===== src/hw/unused_placeholder_never.sv =====
// empty
`default_nettype none
`default_nettype wire


===== src/pkg/pmic_gpio_pkg.sv =====
// shared constants, field layouts and carrier types for the pin configuration port
`default_nettype none
package pmic_gpio_pkg;

  // register offsets
  localparam logic [7:0] PIN9_CONFIG_ADDR        = 8'h39;
  localparam logic [7:0] PIN10_CONFIG_ADDR       = 8'h3A;
  localparam logic [7:0] ENABLE_PIN_CONFIG_ADDR  = 8'h3C;
  localparam logic [7:0] OUTPUT_LEVELS_LOW_ADDR  = 8'h3D;
  localparam logic [7:0] OUTPUT_LEVELS_HIGH_ADDR = 8'h3E;
  localparam logic [7:0] INPUT_LEVELS_LOW_ADDR   = 8'h3F;

  // reset values
  localparam logic [7:0] PIN_CONFIG_RESET        = 8'h0A;
  localparam logic [7:0] ENABLE_PIN_CONFIG_RESET = 8'h88;
  localparam logic [7:0] OUTPUT_LEVELS_RESET     = 8'h00;
  localparam logic [7:0] INPUT_LEVELS_RESET      = 8'h00;
  localparam logic [7:0] UNMAPPED_READ_VALUE     = 8'h00;

  // field positions
  localparam int unsigned ENABLE_INPUT_POLARITY_BIT = 5;
  localparam int unsigned PIN9_DRIVE_BIT            = 0;
  localparam int unsigned PIN10_DRIVE_BIT           = 1;
  localparam logic [7:0]  OUTPUT_HIGH_MASK          = 8'h03;

  // function select codes
  localparam logic [2:0] FUNC_GPIO           = 3'h0;
  localparam logic [2:0] P9_FUNC_SPMI_DATA   = 3'h1;
  localparam logic [2:0] P9_FUNC_POWER_GOOD  = 3'h2;
  localparam logic [2:0] P9_FUNC_SYNC_CLOCK  = 3'h3;
  localparam logic [2:0] P10_FUNC_MAIN_RESET = 3'h1;
  localparam logic [2:0] P10_FUNC_PROC_RST_A = 3'h2;
  localparam logic [2:0] P10_FUNC_PROC_RST_B = 3'h3;
  localparam logic [2:0] FUNC_SLEEP_ONE      = 3'h4;
  localparam logic [2:0] FUNC_SLEEP_TWO      = 3'h5;
  localparam logic [2:0] FUNC_WAKE_ONE       = 3'h6;
  localparam logic [2:0] FUNC_WAKE_TWO       = 3'h7;

  // timing
  localparam int unsigned CLK_FREQ_MHZ     = 40;
  localparam int unsigned DEGLITCH_TIME_NS = 8000;
  localparam int unsigned DEGLITCH_CYCLES  = (DEGLITCH_TIME_NS * CLK_FREQ_MHZ + 999) / 1000;

  // per-pin configuration byte, msb first
  typedef struct packed {
    logic [2:0] func;
    logic       filter_on;
    logic       pull_on;
    logic       pull_direction;
    logic       drain_type;
    logic       direction;
  } pin_cfg_t;

  // pad controls for one two-way pin
  typedef struct packed {
    logic level;
    logic oe;
    logic pull_up;
    logic pull_down;
  } pad_drive_t;

  // drive request from an alternate function
  typedef struct packed {
    logic level;
    logic oe;
  } alt_drive_t;

  // register access request
  typedef struct packed {
    logic [7:0] addr;
    logic       wr;
    logic       rd;
    logic [7:0] wdata;
  } reg_req_t;

  // defaults delivered by non-volatile memory
  typedef struct packed {
    pin_cfg_t   pin9;
    pin_cfg_t   pin10;
    logic [7:0] enable_cfg;
    logic [7:0] out_low;
    logic [7:0] out_high;
  } nvm_defaults_t;

  // true when the selected alternate function drives the pin
  function automatic logic alt_drives(input logic is_pin10, input logic [2:0] sel);
    if (is_pin10)
    begin
      return (sel == P10_FUNC_MAIN_RESET) || (sel == P10_FUNC_PROC_RST_A) ||
             (sel == P10_FUNC_PROC_RST_B);
    end
    return (sel == P9_FUNC_SPMI_DATA) || (sel == P9_FUNC_POWER_GOOD);
  endfunction

endpackage
`default_nettype wire


===== src/hw/pin_input_filter.sv =====
// two-flop synchroniser with optional stable-level deglitch filter
`default_nettype none
module pin_input_filter
  import pmic_gpio_pkg::*;
#(
  parameter int unsigned FILTER_CYCLES = DEGLITCH_CYCLES
)
(
  input  wire logic core_clk,
  input  wire logic nrst,
  input  wire logic ce,
  input  wire logic raw_in,
  input  wire logic filter_on,
  output var  logic level_q
);

  localparam int unsigned CW = $clog2(FILTER_CYCLES + 1);
  localparam logic [CW-1:0] LAST_COUNT = CW'(FILTER_CYCLES - 1);

  logic          sync1_q;
  logic          sync2_q;
  logic [CW-1:0] count_q;

  // synchroniser, first stage feeds only the second
  always_ff @(posedge core_clk)
  begin
    if (!nrst)
    begin
      sync1_q <= 1'b0;
      sync2_q <= 1'b0;
    end
    else if (ce)
    begin
      sync1_q <= raw_in;
      sync2_q <= sync1_q;
    end
  end

  // level follows after the new value held for the full filter time
  always_ff @(posedge core_clk)
  begin
    if (!nrst)
    begin
      level_q <= 1'b0;
      count_q <= '0;
    end
    else if (ce)
    begin
      if (!filter_on)
      begin
        level_q <= sync2_q;
        count_q <= '0;
      end
      else if (sync2_q == level_q)
        count_q <= '0; // glitch shorter than the window is dropped
      else if (count_q == LAST_COUNT)
      begin
        level_q <= sync2_q;
        count_q <= '0;
      end
      else
        count_q <= count_q + CW'(1);
    end
  end

endmodule
`default_nettype wire


===== src/hw/pmic_gpio_pin_config_port.sv =====
// pin 9/10 configuration, enable polarity, output and input level registers
// How it works
// - pin 9 function field in bits 7:5 picks gpio, data line, power good, sync clock, sleep or wake.
// - pin 10 function field in bits 7:5 picks gpio, main reset, processor reset, sleep or wake.
// - bit 4 adds an 8 us stable-level deglitch to an input pin, else it is only synchronised.
// - bit 3 enables the pull resistor and resets enabled.
// - bit 2 picks pull-up when set and pull-down when clear, only while the pull is enabled.
// - bit 1 picks open-drain when set and push-pull when clear, resetting to open-drain.
// - bit 0 makes the pin an output when set and an input when clear under the gpio function, resetting to input.
// - pin 9 and pin 10 configuration live at 0x39 and 0x3A, reset 0x0A, reloadable from nvm.
// - bit 5 of the enable configuration makes the enable input active low when set.
// - enable configuration at 0x3C resets to 0x88 and keeps its reserved bits as written.
// - register 0x3D holds the drive levels of pins 1 to 8, bit n-1 for pin n.
// - register 0x3E bit 0 drives pin 9 and bit 1 pin 10, bits 7:2 reserved.
// - register 0x3F is read-only input status resetting to 0x00.
// - bit n-1 of 0x3F reads the sampled level of pin n for pins 1 to 8.
`default_nettype none
module pmic_gpio_pin_config_port
  import pmic_gpio_pkg::*;
#(
  parameter int unsigned FILTER_CYCLES = DEGLITCH_CYCLES,
  parameter int unsigned LOW_PINS      = 8
)
(
  input  wire logic                core_clk,
  input  wire logic                nrst,
  input  wire logic                ce,
  input  wire reg_req_t            reg_req,
  output var  logic [7:0]          reg_rdata_q,
  output var  logic                reg_rvalid_q,
  input  wire logic                nvm_load,
  input  wire nvm_defaults_t       nvm_defaults,
  input  wire logic [LOW_PINS-1:0] low_pins_in,
  output var  logic [LOW_PINS-1:0] low_pins_drive_level_q,
  input  wire logic                pin9_pad_in,
  output var  pad_drive_t          pin9_pad_q,
  input  wire logic                pin10_pad_in,
  output var  pad_drive_t          pin10_pad_q,
  input  wire alt_drive_t          pin9_alt_in,
  input  wire alt_drive_t          pin10_alt_in,
  output var  logic                pin9_level_q,
  output var  logic                pin10_level_q,
  output var  logic [2:0]          pin9_function_select_q,
  output var  logic [2:0]          pin10_function_select_q,
  input  wire logic                enable_pin_in,
  output var  logic                enable_active_q
);

  pin_cfg_t            pin9_cfg_q;
  pin_cfg_t            pin10_cfg_q;
  logic [7:0]          enable_cfg_q;
  logic [7:0]          out_high_q;
  logic [LOW_PINS-1:0] low_levels;
  logic                enable_sync;
  logic [7:0]          rdata_d;
  pad_drive_t          pin9_pad_d;
  pad_drive_t          pin10_pad_d;
  logic                wr_en;

  assign wr_en = ce && reg_req.wr && !nvm_load;

  // pad controls from configuration, function owner and level
  function automatic pad_drive_t drive_of(input pin_cfg_t cfg, input logic gpio_lvl,
                                          input alt_drive_t alt, input logic alt_owns);
    pad_drive_t p;
    logic       lvl;
    logic       want;
    lvl  = (cfg.func == FUNC_GPIO) ? gpio_lvl : alt.level;
    want = (cfg.func == FUNC_GPIO) ? cfg.direction : (alt_owns && alt.oe);
    p.level     = cfg.drain_type ? 1'b0 : lvl;
    p.oe        = want && !(cfg.drain_type && lvl);
    p.pull_up   = cfg.pull_on && cfg.pull_direction;
    p.pull_down = cfg.pull_on && !cfg.pull_direction;
    return p;
  endfunction

  // pin 9 configuration register
  always_ff @(posedge core_clk)
  begin
    if (!nrst)
      pin9_cfg_q <= pin_cfg_t'(PIN_CONFIG_RESET);
    else if (ce && nvm_load)
      pin9_cfg_q <= nvm_defaults.pin9;
    else if (wr_en && reg_req.addr == PIN9_CONFIG_ADDR)
      pin9_cfg_q <= pin_cfg_t'(reg_req.wdata);
  end

  // pin 10 configuration register
  always_ff @(posedge core_clk)
  begin
    if (!nrst)
      pin10_cfg_q <= pin_cfg_t'(PIN_CONFIG_RESET);
    else if (ce && nvm_load)
      pin10_cfg_q <= nvm_defaults.pin10;
    else if (wr_en && reg_req.addr == PIN10_CONFIG_ADDR)
      pin10_cfg_q <= pin_cfg_t'(reg_req.wdata);
  end

  // enable pin configuration, reserved bits stored as written
  always_ff @(posedge core_clk)
  begin
    if (!nrst)
      enable_cfg_q <= ENABLE_PIN_CONFIG_RESET;
    else if (ce && nvm_load)
      enable_cfg_q <= nvm_defaults.enable_cfg;
    else if (wr_en && reg_req.addr == ENABLE_PIN_CONFIG_ADDR)
      enable_cfg_q <= reg_req.wdata;
  end

  // drive levels for pins 1 to 8
  always_ff @(posedge core_clk)
  begin
    if (!nrst)
      low_pins_drive_level_q <= LOW_PINS'(OUTPUT_LEVELS_RESET);
    else if (ce && nvm_load)
      low_pins_drive_level_q <= LOW_PINS'(nvm_defaults.out_low);
    else if (wr_en && reg_req.addr == OUTPUT_LEVELS_LOW_ADDR)
      low_pins_drive_level_q <= LOW_PINS'(reg_req.wdata);
  end

  // drive levels for pins 9 and 10, reserved bits dropped
  always_ff @(posedge core_clk)
  begin
    if (!nrst)
      out_high_q <= OUTPUT_LEVELS_RESET;
    else if (ce && nvm_load)
      out_high_q <= nvm_defaults.out_high & OUTPUT_HIGH_MASK;
    else if (wr_en && reg_req.addr == OUTPUT_LEVELS_HIGH_ADDR)
      out_high_q <= reg_req.wdata & OUTPUT_HIGH_MASK;
  end

  // read mux, unmapped addresses read zero
  always_comb
  begin
    rdata_d = UNMAPPED_READ_VALUE;
    unique case (reg_req.addr)
      PIN9_CONFIG_ADDR:        rdata_d = pin9_cfg_q;
      PIN10_CONFIG_ADDR:       rdata_d = pin10_cfg_q;
      ENABLE_PIN_CONFIG_ADDR:  rdata_d = enable_cfg_q;
      OUTPUT_LEVELS_LOW_ADDR:  rdata_d = 8'(low_pins_drive_level_q);
      OUTPUT_LEVELS_HIGH_ADDR: rdata_d = out_high_q;
      INPUT_LEVELS_LOW_ADDR:   rdata_d = 8'(low_levels);
      default:                 rdata_d = UNMAPPED_READ_VALUE;
    endcase
  end

  // registered read answer, one cycle after the request
  always_ff @(posedge core_clk)
  begin
    if (!nrst)
    begin
      reg_rdata_q  <= UNMAPPED_READ_VALUE;
      reg_rvalid_q <= 1'b0;
    end
    else if (ce)
    begin
      reg_rvalid_q <= reg_req.rd;
      if (reg_req.rd)
        reg_rdata_q <= rdata_d;
    end
  end

  // input sampling for pins 1 to 8, synchronised only
  for (genvar i = 0; i < LOW_PINS; i++)
  begin : g_low_in
    pin_input_filter #(.FILTER_CYCLES(FILTER_CYCLES)) u_filt (
      .core_clk  (core_clk),
      .nrst      (nrst),
      .ce        (ce),
      .raw_in    (low_pins_in[i]),
      .filter_on (1'b0),
      .level_q   (low_levels[i])
    );
  end

  // pin 9 input path with deglitch while an input
  pin_input_filter #(.FILTER_CYCLES(FILTER_CYCLES)) u_pin9_filt (
    .core_clk  (core_clk),
    .nrst      (nrst),
    .ce        (ce),
    .raw_in    (pin9_pad_in),
    .filter_on (pin9_cfg_q.filter_on && !pin9_cfg_q.direction),
    .level_q   (pin9_level_q)
  );

  // pin 10 input path with deglitch while an input
  pin_input_filter #(.FILTER_CYCLES(FILTER_CYCLES)) u_pin10_filt (
    .core_clk  (core_clk),
    .nrst      (nrst),
    .ce        (ce),
    .raw_in    (pin10_pad_in),
    .filter_on (pin10_cfg_q.filter_on && !pin10_cfg_q.direction),
    .level_q   (pin10_level_q)
  );

  // enable input synchroniser
  pin_input_filter #(.FILTER_CYCLES(FILTER_CYCLES)) u_enable_sync (
    .core_clk  (core_clk),
    .nrst      (nrst),
    .ce        (ce),
    .raw_in    (enable_pin_in),
    .filter_on (1'b0),
    .level_q   (enable_sync)
  );

  // enable asserted according to the polarity bit
  always_ff @(posedge core_clk)
  begin
    if (!nrst)
      enable_active_q <= 1'b0;
    else if (ce)
      enable_active_q <= enable_sync ^ enable_cfg_q[ENABLE_INPUT_POLARITY_BIT];
  end

  // pad control next values
  assign pin9_pad_d  = drive_of(pin9_cfg_q, out_high_q[PIN9_DRIVE_BIT], pin9_alt_in,
                                alt_drives(1'b0, pin9_cfg_q.func));
  assign pin10_pad_d = drive_of(pin10_cfg_q, out_high_q[PIN10_DRIVE_BIT], pin10_alt_in,
                                alt_drives(1'b1, pin10_cfg_q.func));

  // registered pad controls and function selects
  always_ff @(posedge core_clk)
  begin
    if (!nrst)
    begin
      pin9_pad_q              <= '0;
      pin10_pad_q             <= '0;
      pin9_function_select_q  <= FUNC_GPIO;
      pin10_function_select_q <= FUNC_GPIO;
    end
    else if (ce)
    begin
      pin9_pad_q              <= pin9_pad_d;
      pin10_pad_q             <= pin10_pad_d;
      pin9_function_select_q  <= pin9_cfg_q.func;
      pin10_function_select_q <= pin10_cfg_q.func;
    end
  end
endmodule
`default_nettype wire


===== config.mk =====
export PLATFORM = sky130hd
export DESIGN_NAME = pmic_gpio_pin_config_port
export DESIGN_NICKNAME = d
export VERILOG_FILES = /design/src/hw/unused_placeholder_never.sv /design/src/pkg/pmic_gpio_pkg.sv /design/src/hw/pin_input_filter.sv /design/src/hw/pmic_gpio_pin_config_port.sv
export SDC_FILE = /design/constraint.sdc
export NUM_CORES = 1
export LEC_CHECK = 0
export BUFFER_PORTS_ARGS = -buffer_cell sky130_fd_sc_hd__buf_2
export CORE_AREA = 2 2 93 162
export CTS_BUF_LIST = sky130_fd_sc_hd__clkbuf_8
export DETAILED_ROUTE_END_ITERATION = 10
export DIE_AREA = 0 0 95 164
export PLACE_DENSITY = 0.6
export SYNTH_ARGS = -nofsm -noshare
export SYNTH_HDL_FRONTEND = slang
export SYNTH_SLANG_ARGS = --single-unit

===== constraint.sdc =====
create_clock -name core_clk -period 2.3 [get_ports core_clk]
set_input_delay 0.23 -clock core_clk [delete_from_list [all_inputs] [get_ports core_clk]]
set_output_delay 0.23 -clock core_clk [all_outputs]
set_load 0.02 [all_outputs]

==> flow_metrics.env, run 1 <==
export IMPL_setup_viol=0
export IMPL_nNetsFinal=681
export IMPL_r2r_setup_slack_ps=340
export IMPL_timing_fmax_ghz=0.511
export IMPL_post_drt_wl_per_cell_um=18.0
export IMPL_rsz0062_at_grt="false"
export IMPL_setup_tns_ps=0
export IMPL_synth_cell_type_count=57
export IMPL_fin_util_pct=40.7
export IMPL_netlist_area_leader_share_pct=44.4
export IMPL_core_area_mm2=0.0143
export IMPL_p_leak_nw=2.37
export IMPL_final_hold_viol_count=0
export IMPL_crit_type="reg2reg"
export IMPL_die_area_mm2=0.0156
export IMPL_die_h_um=164
export IMPL_clk_pin_slew_ps=90
export IMPL_gp_congestion=0.927
export IMPL_post_dp_hpwl_um=10800
export IMPL_min_to="u_pin10_filt.sync1_q"
export IMPL_cts_buffers_inserted=9
export IMPL_status="complete, no violations"
export IMPL_yosys_area_top_type="dfxtp_1"
export IMPL_critPathCaptureType="flip-flop"
export IMPL_io_pins=111
export IMPL_period_minus_slack_ps=1960
export IMPL_n_antenna_cell=0
export IMPL_worst_pin_slew_ps=668
export IMPL_hold_depth=3
export IMPL_grt_pass1_wl_um=21800
export IMPL_drive_gt1_share_pct=23.8
export IMPL_drt_first_pass_iters=5
export IMPL_ys_ff_latch=109
export IMPL_die_x_um=95
export IMPL_grt_use_total_pct=18.6
export IMPL_critPathMaxStageDelay_ps=500
export IMPL_drt_iter0_drc=224
export IMPL_cts_resized=0
export IMPL_synth_cells=512
export IMPL_post_cts_buffers=0
export IMPL_reg2reg_from="u_pin9_filt.count_q[0]"
export IMPL_synth_nets=591
export IMPL_cp_arrival_ps=2200
export IMPL_avgViaCountPerCell=5.35
export IMPL_finalCritPeriodShare_pct=85.0
export IMPL_initial_core_util_pct=34.3
export IMPL_yosysSeqAreaShare_pct=44.4
export IMPL_synth_most_common_cell="dfxtp_1"
export IMPL_async_flop_share_pct=0
export IMPL_portBuffers=104
export IMPL_powerDensity_mw_per_mm2=678
export IMPL_grt_pass1_vias=4122
export IMPL_ant_nets=0
export IMPL_grt_overflow=0
export IMPL_reg2reg_to="u_pin9_filt.count_q[3]"
export IMPL_ir_drop_mv=0.270
export IMPL_r2r_cells=5
export IMPL_crit_chain="ha_1 -> nor4bb_1 -> a211oi_1 -> o21ai_1 -> nor2_1"
export IMPL_path_max_fanout=8
export IMPL_worstHoldStart="pin10_pad_in"
export IMPL_syn_avg_cell_area_um2=9.59
export IMPL_critPathTopFamily="compound AO/OA/AOI/OAI gates"
export IMPL_worstSetupStartpointType="flip-flop"
export IMPL_ys_warn_count=0
export IMPL_hold_path_class="in2reg"
export IMPL_finalWirelength_um=14200
export IMPL_cts_tree="done"
export IMPL_slowest_stage="o21ai_1"
export IMPL_timing_slew_headroom_pct=55.1
export IMPL_synth_main_ff_cell="dfxtp_1"
export IMPL_vias=4196
export IMPL_cp_required_ps=2540
export IMPL_clock_sinks=109
export IMPL_crit_buf_inv=0
export IMPL_drv_slew=0
export IMPL_htree_num_levels=3
export IMPL_syn_to_final_growth_pct=18.5
export IMPL_rows=58
export IMPL_synth_area_leaders="dfxtp_1 44%, mux2i_1 9.2%, nor2b_1 5.9%"
export IMPL_worstSkewPairLatency_ps=380
export IMPL_cts_buffer_depth=2
export IMPL_synth_edf_count=0
export IMPL_grt_antenna_before_repair=0
export IMPL_hold_buffers=0
export IMPL_syn_area_mm2=0.00491
export IMPL_drc=0
export IMPL_grt_max_degree=96
export IMPL_netlist_top_cells_count="109 x dfxtp_1, 71 x nor2_1, 46 x nor2b_1, 45 x mux2i_1, 26 x nand2_1"
export IMPL_cts_root_buf="clkbuf_8"
export IMPL_cap_violations=0
export IMPL_fin_worst_skew_ps=11.9
state kept, by name, summed over array words and instances (netlist names), 4 cells and up:
| name | flops |
|---|---|
| g_low_in.u_filt.sync1_q | 8 |
| enable_cfg_q | 8 |
| u_pin10_filt.count_q | 9 |
| pin9_cfg_q | 8 |
| reg_rdata_q | 8 |
| pin10_pad_q | 4 |
| low_pins_drive_level_q | 8 |
| u_pin9_filt.count_q | 9 |
| g_low_in.u_filt.level_q | 8 |
| pin10_cfg_q | 8 |
| pin9_pad_q | 4 |
| g_low_in.u_filt.sync2_q | 8 |
placed cells by master, fill, tap and decap left out, types with 8 or more instances in the layout:
cell,n
dfxtp_1,109
nand2_1,26
a221oi_1,11
nand3_1,11
mux2i_1,45
nor2b_1,46
nand4_1,10
nor2_1,71
o21a_1,8
o31ai_1,8
clkbuf_8,9
buf_2,103
xnor2_1,12
o221ai_1,20
o21ai_0,13
per-layer routing:
metal	share of wire, %	vias to the layer above	GRT usage (%)
met2	53	150	33.3
met1	38	1974	20.9
met5	0	-	0
li1	-	2041	-
met4	3.7	0	9.09
met3	6.0	31	3.12
layout make-up:
type | instances | area (um^2)
Tap cell | 180 | 225
Clock buffer | 9 | 124
Fill cell | 1399 | 8480
Sequential cell | 109 | 2180
Inverter | 3 | 11.3
Timing Repair Buffer | 109 | 573
Clock inverter | 5 | 125
Multi-Input combinational cell | 370 | 2580
worst max path at each step:
stage,startpoint,endpoint,slack (ps),cells after the start
finish,u_pin9_filt.count_q[0],u_pin9_filt.count_q[3],340,5
global route,u_pin9_filt.count_q[0],u_pin9_filt.count_q[2],180,5
CTS,u_pin9_filt.count_q[0],u_pin9_filt.count_q[0],350,5
detailed placement,u_pin9_filt.count_q[0],u_pin9_filt.count_q[0],380,5
global placement,u_pin9_filt.count_q[0],u_pin9_filt.count_q[0],460,5
floorplan,u_pin10_filt.count_q[0],u_pin10_filt.count_q[0],820,5
where the power goes:
group / switching, W / internal, W
Sequential: 0.0000661 / 0.00196
Clock: 0.000633 / 0.000820
Combinational: 0.000265 / 0.000205
per-stage QoR:
step	power, W	instances	instance area [um^2]	setup slack (ps)	hold slack [ps]
6_report	0.00395	785	5820	344	112
3_5_place_dp	0.00254	771	5570	378	464
3_3_place_gp	0.00253	771	5570	460	444
5_1_grt	0.00411	785	5820	184	112
4_1_cts	0.00399	785	5820	349	97.6
2_1_floorplan	0.00235	512	4910	819	399
tightest hold or removal path: stages:
cell and delay (ps):
buf_2 80, mux2i_1 50, nor2b_1 90
kinds of logic (layout without fill, tap and decap cells):
kind of cell    count (synthesis)  count (layout)  share of synthesized area (%)
compound gates                 97              97                           15.7
xor+xnor                       18              18                           3.21
fa+ha+maj                       2               2                          0.510
buf+inv                        33             126                           3.03
flops                         109             109                           44.4
mux                            54              54                           11.7
simple gates                  199             199                           21.4
Note: power is estimated with default switching activity, not from simulation.
==> inputs of run 2 (changes only) <==
==> constraint.sdc (replaced) <==
create_clock -name core_clk -period 2.3 [get_ports core_clk]
set_input_delay 0.115 -clock core_clk [delete_from_list [all_inputs] [get_ports core_clk]]
set_output_delay 0.115 -clock core_clk [all_outputs]
set_load 0.005 [all_outputs]
==> run 2 against run 1 <==
Clock-buffer cell count increased by 1. Combinational power decreased by 4%. Die area unchanged. Non-clock buffer count increased by 10. Sequential cell count unchanged. Global-route usage decreased by 0.34 points. Clock power decreased by 17%. Clock skew increased by 4.2 ps. Worst setup slack improved by 120 ps. First-iteration DRC count increased by 13%. Sequential share of layout area decreased by 0.26 points.
==> flow_metrics.env, run 2 (synthesized netlist as in run 1, its figures left out) <==
export IMPL_status="complete, no violations"
export IMPL_clk_pin_slew_ps=90
export IMPL_syn_to_final_growth_pct=19.3
export IMPL_rsz0062_at_grt="false"
export IMPL_die_x_um=95
export IMPL_grt_use_total_pct=18.2
export IMPL_cap_violations=0
export IMPL_grt_max_degree=62
export IMPL_timing_slew_headroom_pct=55.6
export IMPL_worst_pin_slew_ps=661
export IMPL_reg2reg_from="u_pin9_filt.count_q[0]"
export IMPL_period_minus_slack_ps=1830
export IMPL_cts_resized=0
export IMPL_r2r_cells=5
export IMPL_grt_antenna_before_repair=0
export IMPL_ir_drop_mv=0.256
export IMPL_cp_required_ps=2540
export IMPL_io_pins=111
export IMPL_drv_slew=0
export IMPL_place_area_mm2=0.00557
export IMPL_layout_commonest_cell="dfxtp_1"
export IMPL_post_dp_hpwl_um=10900
export IMPL_rows=58
export IMPL_avgViaCountPerCell=5.25
export IMPL_power_w=0.00369
export IMPL_cts_tree="done"
export IMPL_worstSetupStartpointType="flip-flop"
export IMPL_hold_path_class="in2reg"
export IMPL_fin_util_pct=41.0
export IMPL_clock_sinks=109
export IMPL_p_leak_nw=2.38
export IMPL_cts_buffers_inserted=9
export IMPL_initial_core_util_pct=34.3
export IMPL_drt_iter0_drc=253
export IMPL_vias=4186
export IMPL_grt_pass1_vias=4059
export IMPL_p_sw_share_pct=26.4
export IMPL_grt_pass1_wl_um=21300
export IMPL_worstHoldStart="low_pins_in[5]"
export IMPL_worstSkewPairLatency_ps=380
export IMPL_seqPwrFrac_pct=55.0
export IMPL_pwr_share_clk_pct=32.8
export IMPL_cp_arrival_ps=2080
export IMPL_min_to="g_low_in[5].u_filt.sync1_q"
export IMPL_gp_congestion=0.942
export IMPL_largestRegisters="u_pin10_filt.count_q (9), u_pin9_filt.count_q (9)"
export IMPL_post_drt_wl_per_cell_um=17.6
export IMPL_path_max_fanout=8
export IMPL_critPathCaptureType="flip-flop"
export IMPL_portBuffers=104
export IMPL_setup_tns_ps=0
export IMPL_cts_buffer_depth=2
export IMPL_timing_fmax_ghz=0.546
export IMPL_setup_viol=0
export IMPL_die_h_um=164
export IMPL_drc=0
export IMPL_fin_worst_skew_ps=16.1
export IMPL_finalCritPeriodShare_pct=79.7
export IMPL_p_int_w=0.00271
export IMPL_drt_first_pass_iters=4
export IMPL_final_cell_mix="109 x dfxtp_1, 103 x buf_2, 71 x nor2_1, 46 x nor2b_1, 45 x mux2i_1"
export IMPL_comb_power_share_pct=12.2
export IMPL_r2r_setup_slack_ps=470
export IMPL_n_antenna_cell=0
export IMPL_hold_depth=3
export IMPL_design_area_mm2=0.00586
export IMPL_crit_type="reg2reg"
export IMPL_power_switching_w=0.000972
export IMPL_post_cts_buffers=0
export IMPL_hold_buffers=8
export IMPL_die_area_mm2=0.0156
export IMPL_grt_overflow=0
export IMPL_reg2reg_to="u_pin9_filt.count_q[8]"
export IMPL_nNetsFinal=691
export IMPL_drive_gt1_share_pct=24.0
export IMPL_ant_nets=0
export IMPL_powerDensity_mw_per_mm2=629
export IMPL_core_area_mm2=0.0143
export IMPL_final_hold_viol_count=0
export IMPL_cts_root_buf="clkbuf_8"
export IMPL_htree_num_levels=3
export IMPL_finalWirelength_um=14000
## run 2: area by class of cell
| cell class | instances | area [um^2] |
|---|---|---|
| fillers | 1415 | 8440 |
| multi-input cells | 370 | 2580 |
| flip-flops and latches | 109 | 2180 |
| repair buffers | 119 | 656 |
| well taps | 180 | 225 |
| clock buffers | 10 | 138 |
| clock inverters | 6 | 68.8 |
| inverters | 3 | 11.3 |
## run 2: worst max-delay path: stages, from the launching register on
cell      delay (ps)
dfxtp_1          410
ha_1             210
nor4bb_1         380
a211oi_1         140
o21ai_1          460
nor2_1           110
## run 2: per-layer routing
| layer | track usage, % | vias to the layer above | wire length, um |
|---|---|---|---|
| li1 | - | 2061 | - |
| met5 | 0 | - | 0 |
| met1 | 20.0 | 1981 | 5450 |
| met4 | 10.5 | 0 | 649 |
| met3 | 3.12 | 35 | 538 |
| met2 | 32.4 | 109 | 7370 |
## run 2: stage by stage
stage	setup WS, ps	instances	hold WS [ps]
2_1_floorplan	819	512	284
3_3_place_gp	504	773	374
3_5_place_dp	516	773	380
4_1_cts	486	797	0.289
5_1_grt	319	797	7.80
6_report	468	797	12.4
## run 2: how the worst max path moves through the flow
stage / to / from / depth (start not counted)
finish: u_pin9_filt.count_q[8] / u_pin9_filt.count_q[0] / 5
floorplan: u_pin10_filt.count_q[0] / u_pin10_filt.count_q[0] / 5
global placement: u_pin9_filt.count_q[2] / u_pin9_filt.count_q[0] / 5
CTS: u_pin9_filt.count_q[8] / u_pin9_filt.count_q[0] / 5
detailed placement: u_pin9_filt.count_q[8] / u_pin9_filt.count_q[0] / 5
global route: u_pin9_filt.count_q[2] / u_pin9_filt.count_q[0] / 5
## run 2: power by group through the flow
stage	clock network, W	registers, W	logic, W
floorplan	0	0.00205	0.000276
global placement	0	0.00207	0.000432
detailed placement	0	0.00207	0.000440
CTS	0.00125	0.00203	0.000453
global route	0.00131	0.00204	0.000495
finish	0.00121	0.00203	0.000451
==> inputs of run 3 (changes only) <==
--- a/config.mk
+++ b/config.mk
@@ -10,7 +10,7 @@
 export CTS_BUF_LIST = sky130_fd_sc_hd__clkbuf_8
 export DETAILED_ROUTE_END_ITERATION = 10
 export DIE_AREA = 0 0 95 164
-export PLACE_DENSITY = 0.6
+export PLACE_DENSITY = 0.62
 export SYNTH_ARGS = -nofsm -noshare
 export SYNTH_HDL_FRONTEND = slang
 export SYNTH_SLANG_ARGS = --single-unit
==> constraint.sdc (replaced) <==
create_clock -name core_clk -period 1.6 [get_ports core_clk]
set_input_delay 0.08 -clock core_clk [delete_from_list [all_inputs] [get_ports core_clk]]
set_output_delay 0.08 -clock core_clk [all_outputs]
set_load 0.005 [all_outputs]
==> run 3 against run 2 <==
Critical path depth stayed put. Worst setup slack worse by 400 ps. Total power is 44% higher. Die area stayed put. Sequential cell count stayed put. Routed wire length is 3.1% higher. Fmax is 20% higher. Clock power is 39% higher. Critical path type unchanged. Largest power group unchanged.
==> flow_metrics.env, run 3 (synthesized netlist as in run 1, its figures left out) <==
export IMPL_finalWirelength_um=14400
export IMPL_crit_chain="ha_1 -> nand2_1 -> or4_4 -> a31oi_4 -> nor2_1"
export IMPL_r2r_cells=5
export IMPL_grt_antenna_before_repair=0
export IMPL_final_cell_mix="105 x dfxtp_1, 103 x buf_2, 71 x nor2_1, 46 x nor2b_1, 45 x mux2i_1"
export IMPL_drc=0
export IMPL_instances_no_fill=822
export IMPL_ant_nets=0
export IMPL_final_hold_viol_count=0
export IMPL_n_antenna_cell=0
export IMPL_htree_num_levels=3
export IMPL_gp_congestion=0.928
export IMPL_vias=4322
export IMPL_path_max_fanout=8
export IMPL_layout_commonest_cell="dfxtp_1"
export IMPL_worst_slack_ps=72.6
export IMPL_grt_overflow=0
export IMPL_drt_first_pass_iters=4
export IMPL_grt_pass1_wl_um=21800
export IMPL_power_w=0.00529
export IMPL_grt_pass1_vias=4166
export IMPL_slowest_stage="or4_4"
export IMPL_crit_type="reg2reg"
export IMPL_cts_tree="done"
export IMPL_status="complete, no violations"
export IMPL_cts_buffers_inserted=9
export IMPL_critPathMaxStageDelay_ps=450
export IMPL_drive_gt1_share_pct=27.1
export IMPL_die_area_mm2=0.0156
export IMPL_rows=58
export IMPL_fin_worst_skew_ps=11.5
export IMPL_hold_depth=3
export IMPL_timing_slew_headroom_pct=59.2
export IMPL_cts_buffer_depth=2
export IMPL_initial_core_util_pct=34.3
export IMPL_cap_violations=0
export IMPL_cts_root_buf="clkbuf_8"
export IMPL_period_minus_slack_ps=1530
export IMPL_avgViaCountPerCell=5.26
export IMPL_die_h_um=164
export IMPL_grt_max_degree=75
export IMPL_worstSkewPairLatency_ps=380
export IMPL_clk_pin_slew_ps=110
export IMPL_fin_util_pct=42.6
export IMPL_drv_slew=0
export IMPL_finalCritPeriodShare_pct=95.5
export IMPL_fillers=1398
export IMPL_hold_path_class="in2reg"
export IMPL_post_drt_wl_per_cell_um=17.6
export IMPL_worst_pin_slew_ps=606
export IMPL_cp_required_ps=1870
export IMPL_powerDensity_mw_per_mm2=870
export IMPL_core_area_mm2=0.0143
export IMPL_dp_cells=793
export IMPL_rsz0062_at_grt="false"
export IMPL_die_x_um=95
export IMPL_timing_fmax_ghz=0.655
export IMPL_cp_arrival_ps=1800
export IMPL_post_dp_hpwl_um=11400
export IMPL_io_pins=111
export IMPL_pre_cts_slack_ps=34.7
export IMPL_syn_to_final_growth_pct=23.9
export IMPL_portBuffers=104
export IMPL_p_leak_nw=2.50
export IMPL_setup_viol=0
export IMPL_critPathCaptureType="flip-flop"
export IMPL_nNetsFinal=716
export IMPL_clock_sinks=109
export IMPL_worstSetupStartpointType="flip-flop"
export IMPL_largestRegisters="u_pin10_filt.count_q (9), u_pin9_filt.count_q (9)"
export IMPL_grt_use_total_pct=18.5
export IMPL_drt_iter0_drc=237
export IMPL_setup_tns_ps=0
export IMPL_ir_drop_mv=0.399
==> run 3: cell count changes in the layout (fill, tap and decap cells not counted), sizes merged <==
cell / previous run / this run
buf: 111 / 132
clkbuf: 10 / 9
clkinv: 2 / 4
clkinvlp: 1 / 2
dlygate4sd3: 8 / 12
inv: 5 / 3
==> run 3: report_power, final <==
part / internal [W] / switching, W / total, W
combinational: 0.000337 / 0.000364 / 0.000701
clock: 0.000729 / 0.000953 / 0.00168
sequential: 0.00282 / 0.0000895 / 0.00291
total: 0.00388 / 0.00141 / 0.00529
==> run 3: path summary, 6_finish.rpt <==
kind,from,to,slack (ps)
worst min register to register,pin10_pad_q[1],pin10_pad_q[1],480
worst min-delay path,nvm_defaults[1],out_high_q[1],9
worst max register to register,u_pin10_filt.count_q[1],u_pin10_filt.count_q[1],70
worst max-delay path,u_pin10_filt.count_q[1],u_pin10_filt.count_q[1],70
==> run 3: worst max-delay path: cells and delay by family (launching register included) <==
family | cells | cell delay, ps
AND/OR/NAND/NOR | 3 | 590
flip-flops | 1 | 360
adder cells (fa/ha/maj) | 1 | 160
AO/OA/AOI/OAI | 1 | 310
==> run 3: layout make-up <==
cell class / instances / area (um^2) / share of cell area [%]
clock buffer: 9 / 124 / 2.04
clock inverter: 7 / 76.3 / 1.25
inverter: 3 / 11.3 / 0.185
multi-input combinational: 370 / 2590 / 42.6
sequential: 109 / 2190 / 36.0
tap: 180 / 225 / 3.70
timing repair buffer: 144 / 866 / 14.2
==> run 3: timing repair <==
item                                   CTS  global route
buffers inserted                         0             1
hold buffers                            12             0
endpoints found under the hold margin   12             0
gates resized for setup                  0             6
setup endpoints to repair                0            17
==> run 3: layer usage <==
metal | wire length [um] | track usage (%) | vias to the layer above | share of wire [%]
met5 | 0 | 0 | - | 0
met4 | 863 | 11.5 | 0 | 6.0
met3 | 706 | 3.21 | 51 | 4.9
met2 | 7350 | 32.1 | 140 | 51
met1 | 5510 | 20.4 | 2024 | 38
li1 | - | - | 2107 | -
==> run 3: stage by stage <==
step | cell area [um^2] | hold WS, ps
6_report | 6080 | 9.32
5_1_grt | 6080 | 18.6
4_1_cts | 6060 | 1.10
3_5_place_dp | 5740 | 351
3_3_place_gp | 5740 | 344
2_1_floorplan | 4910 | 249
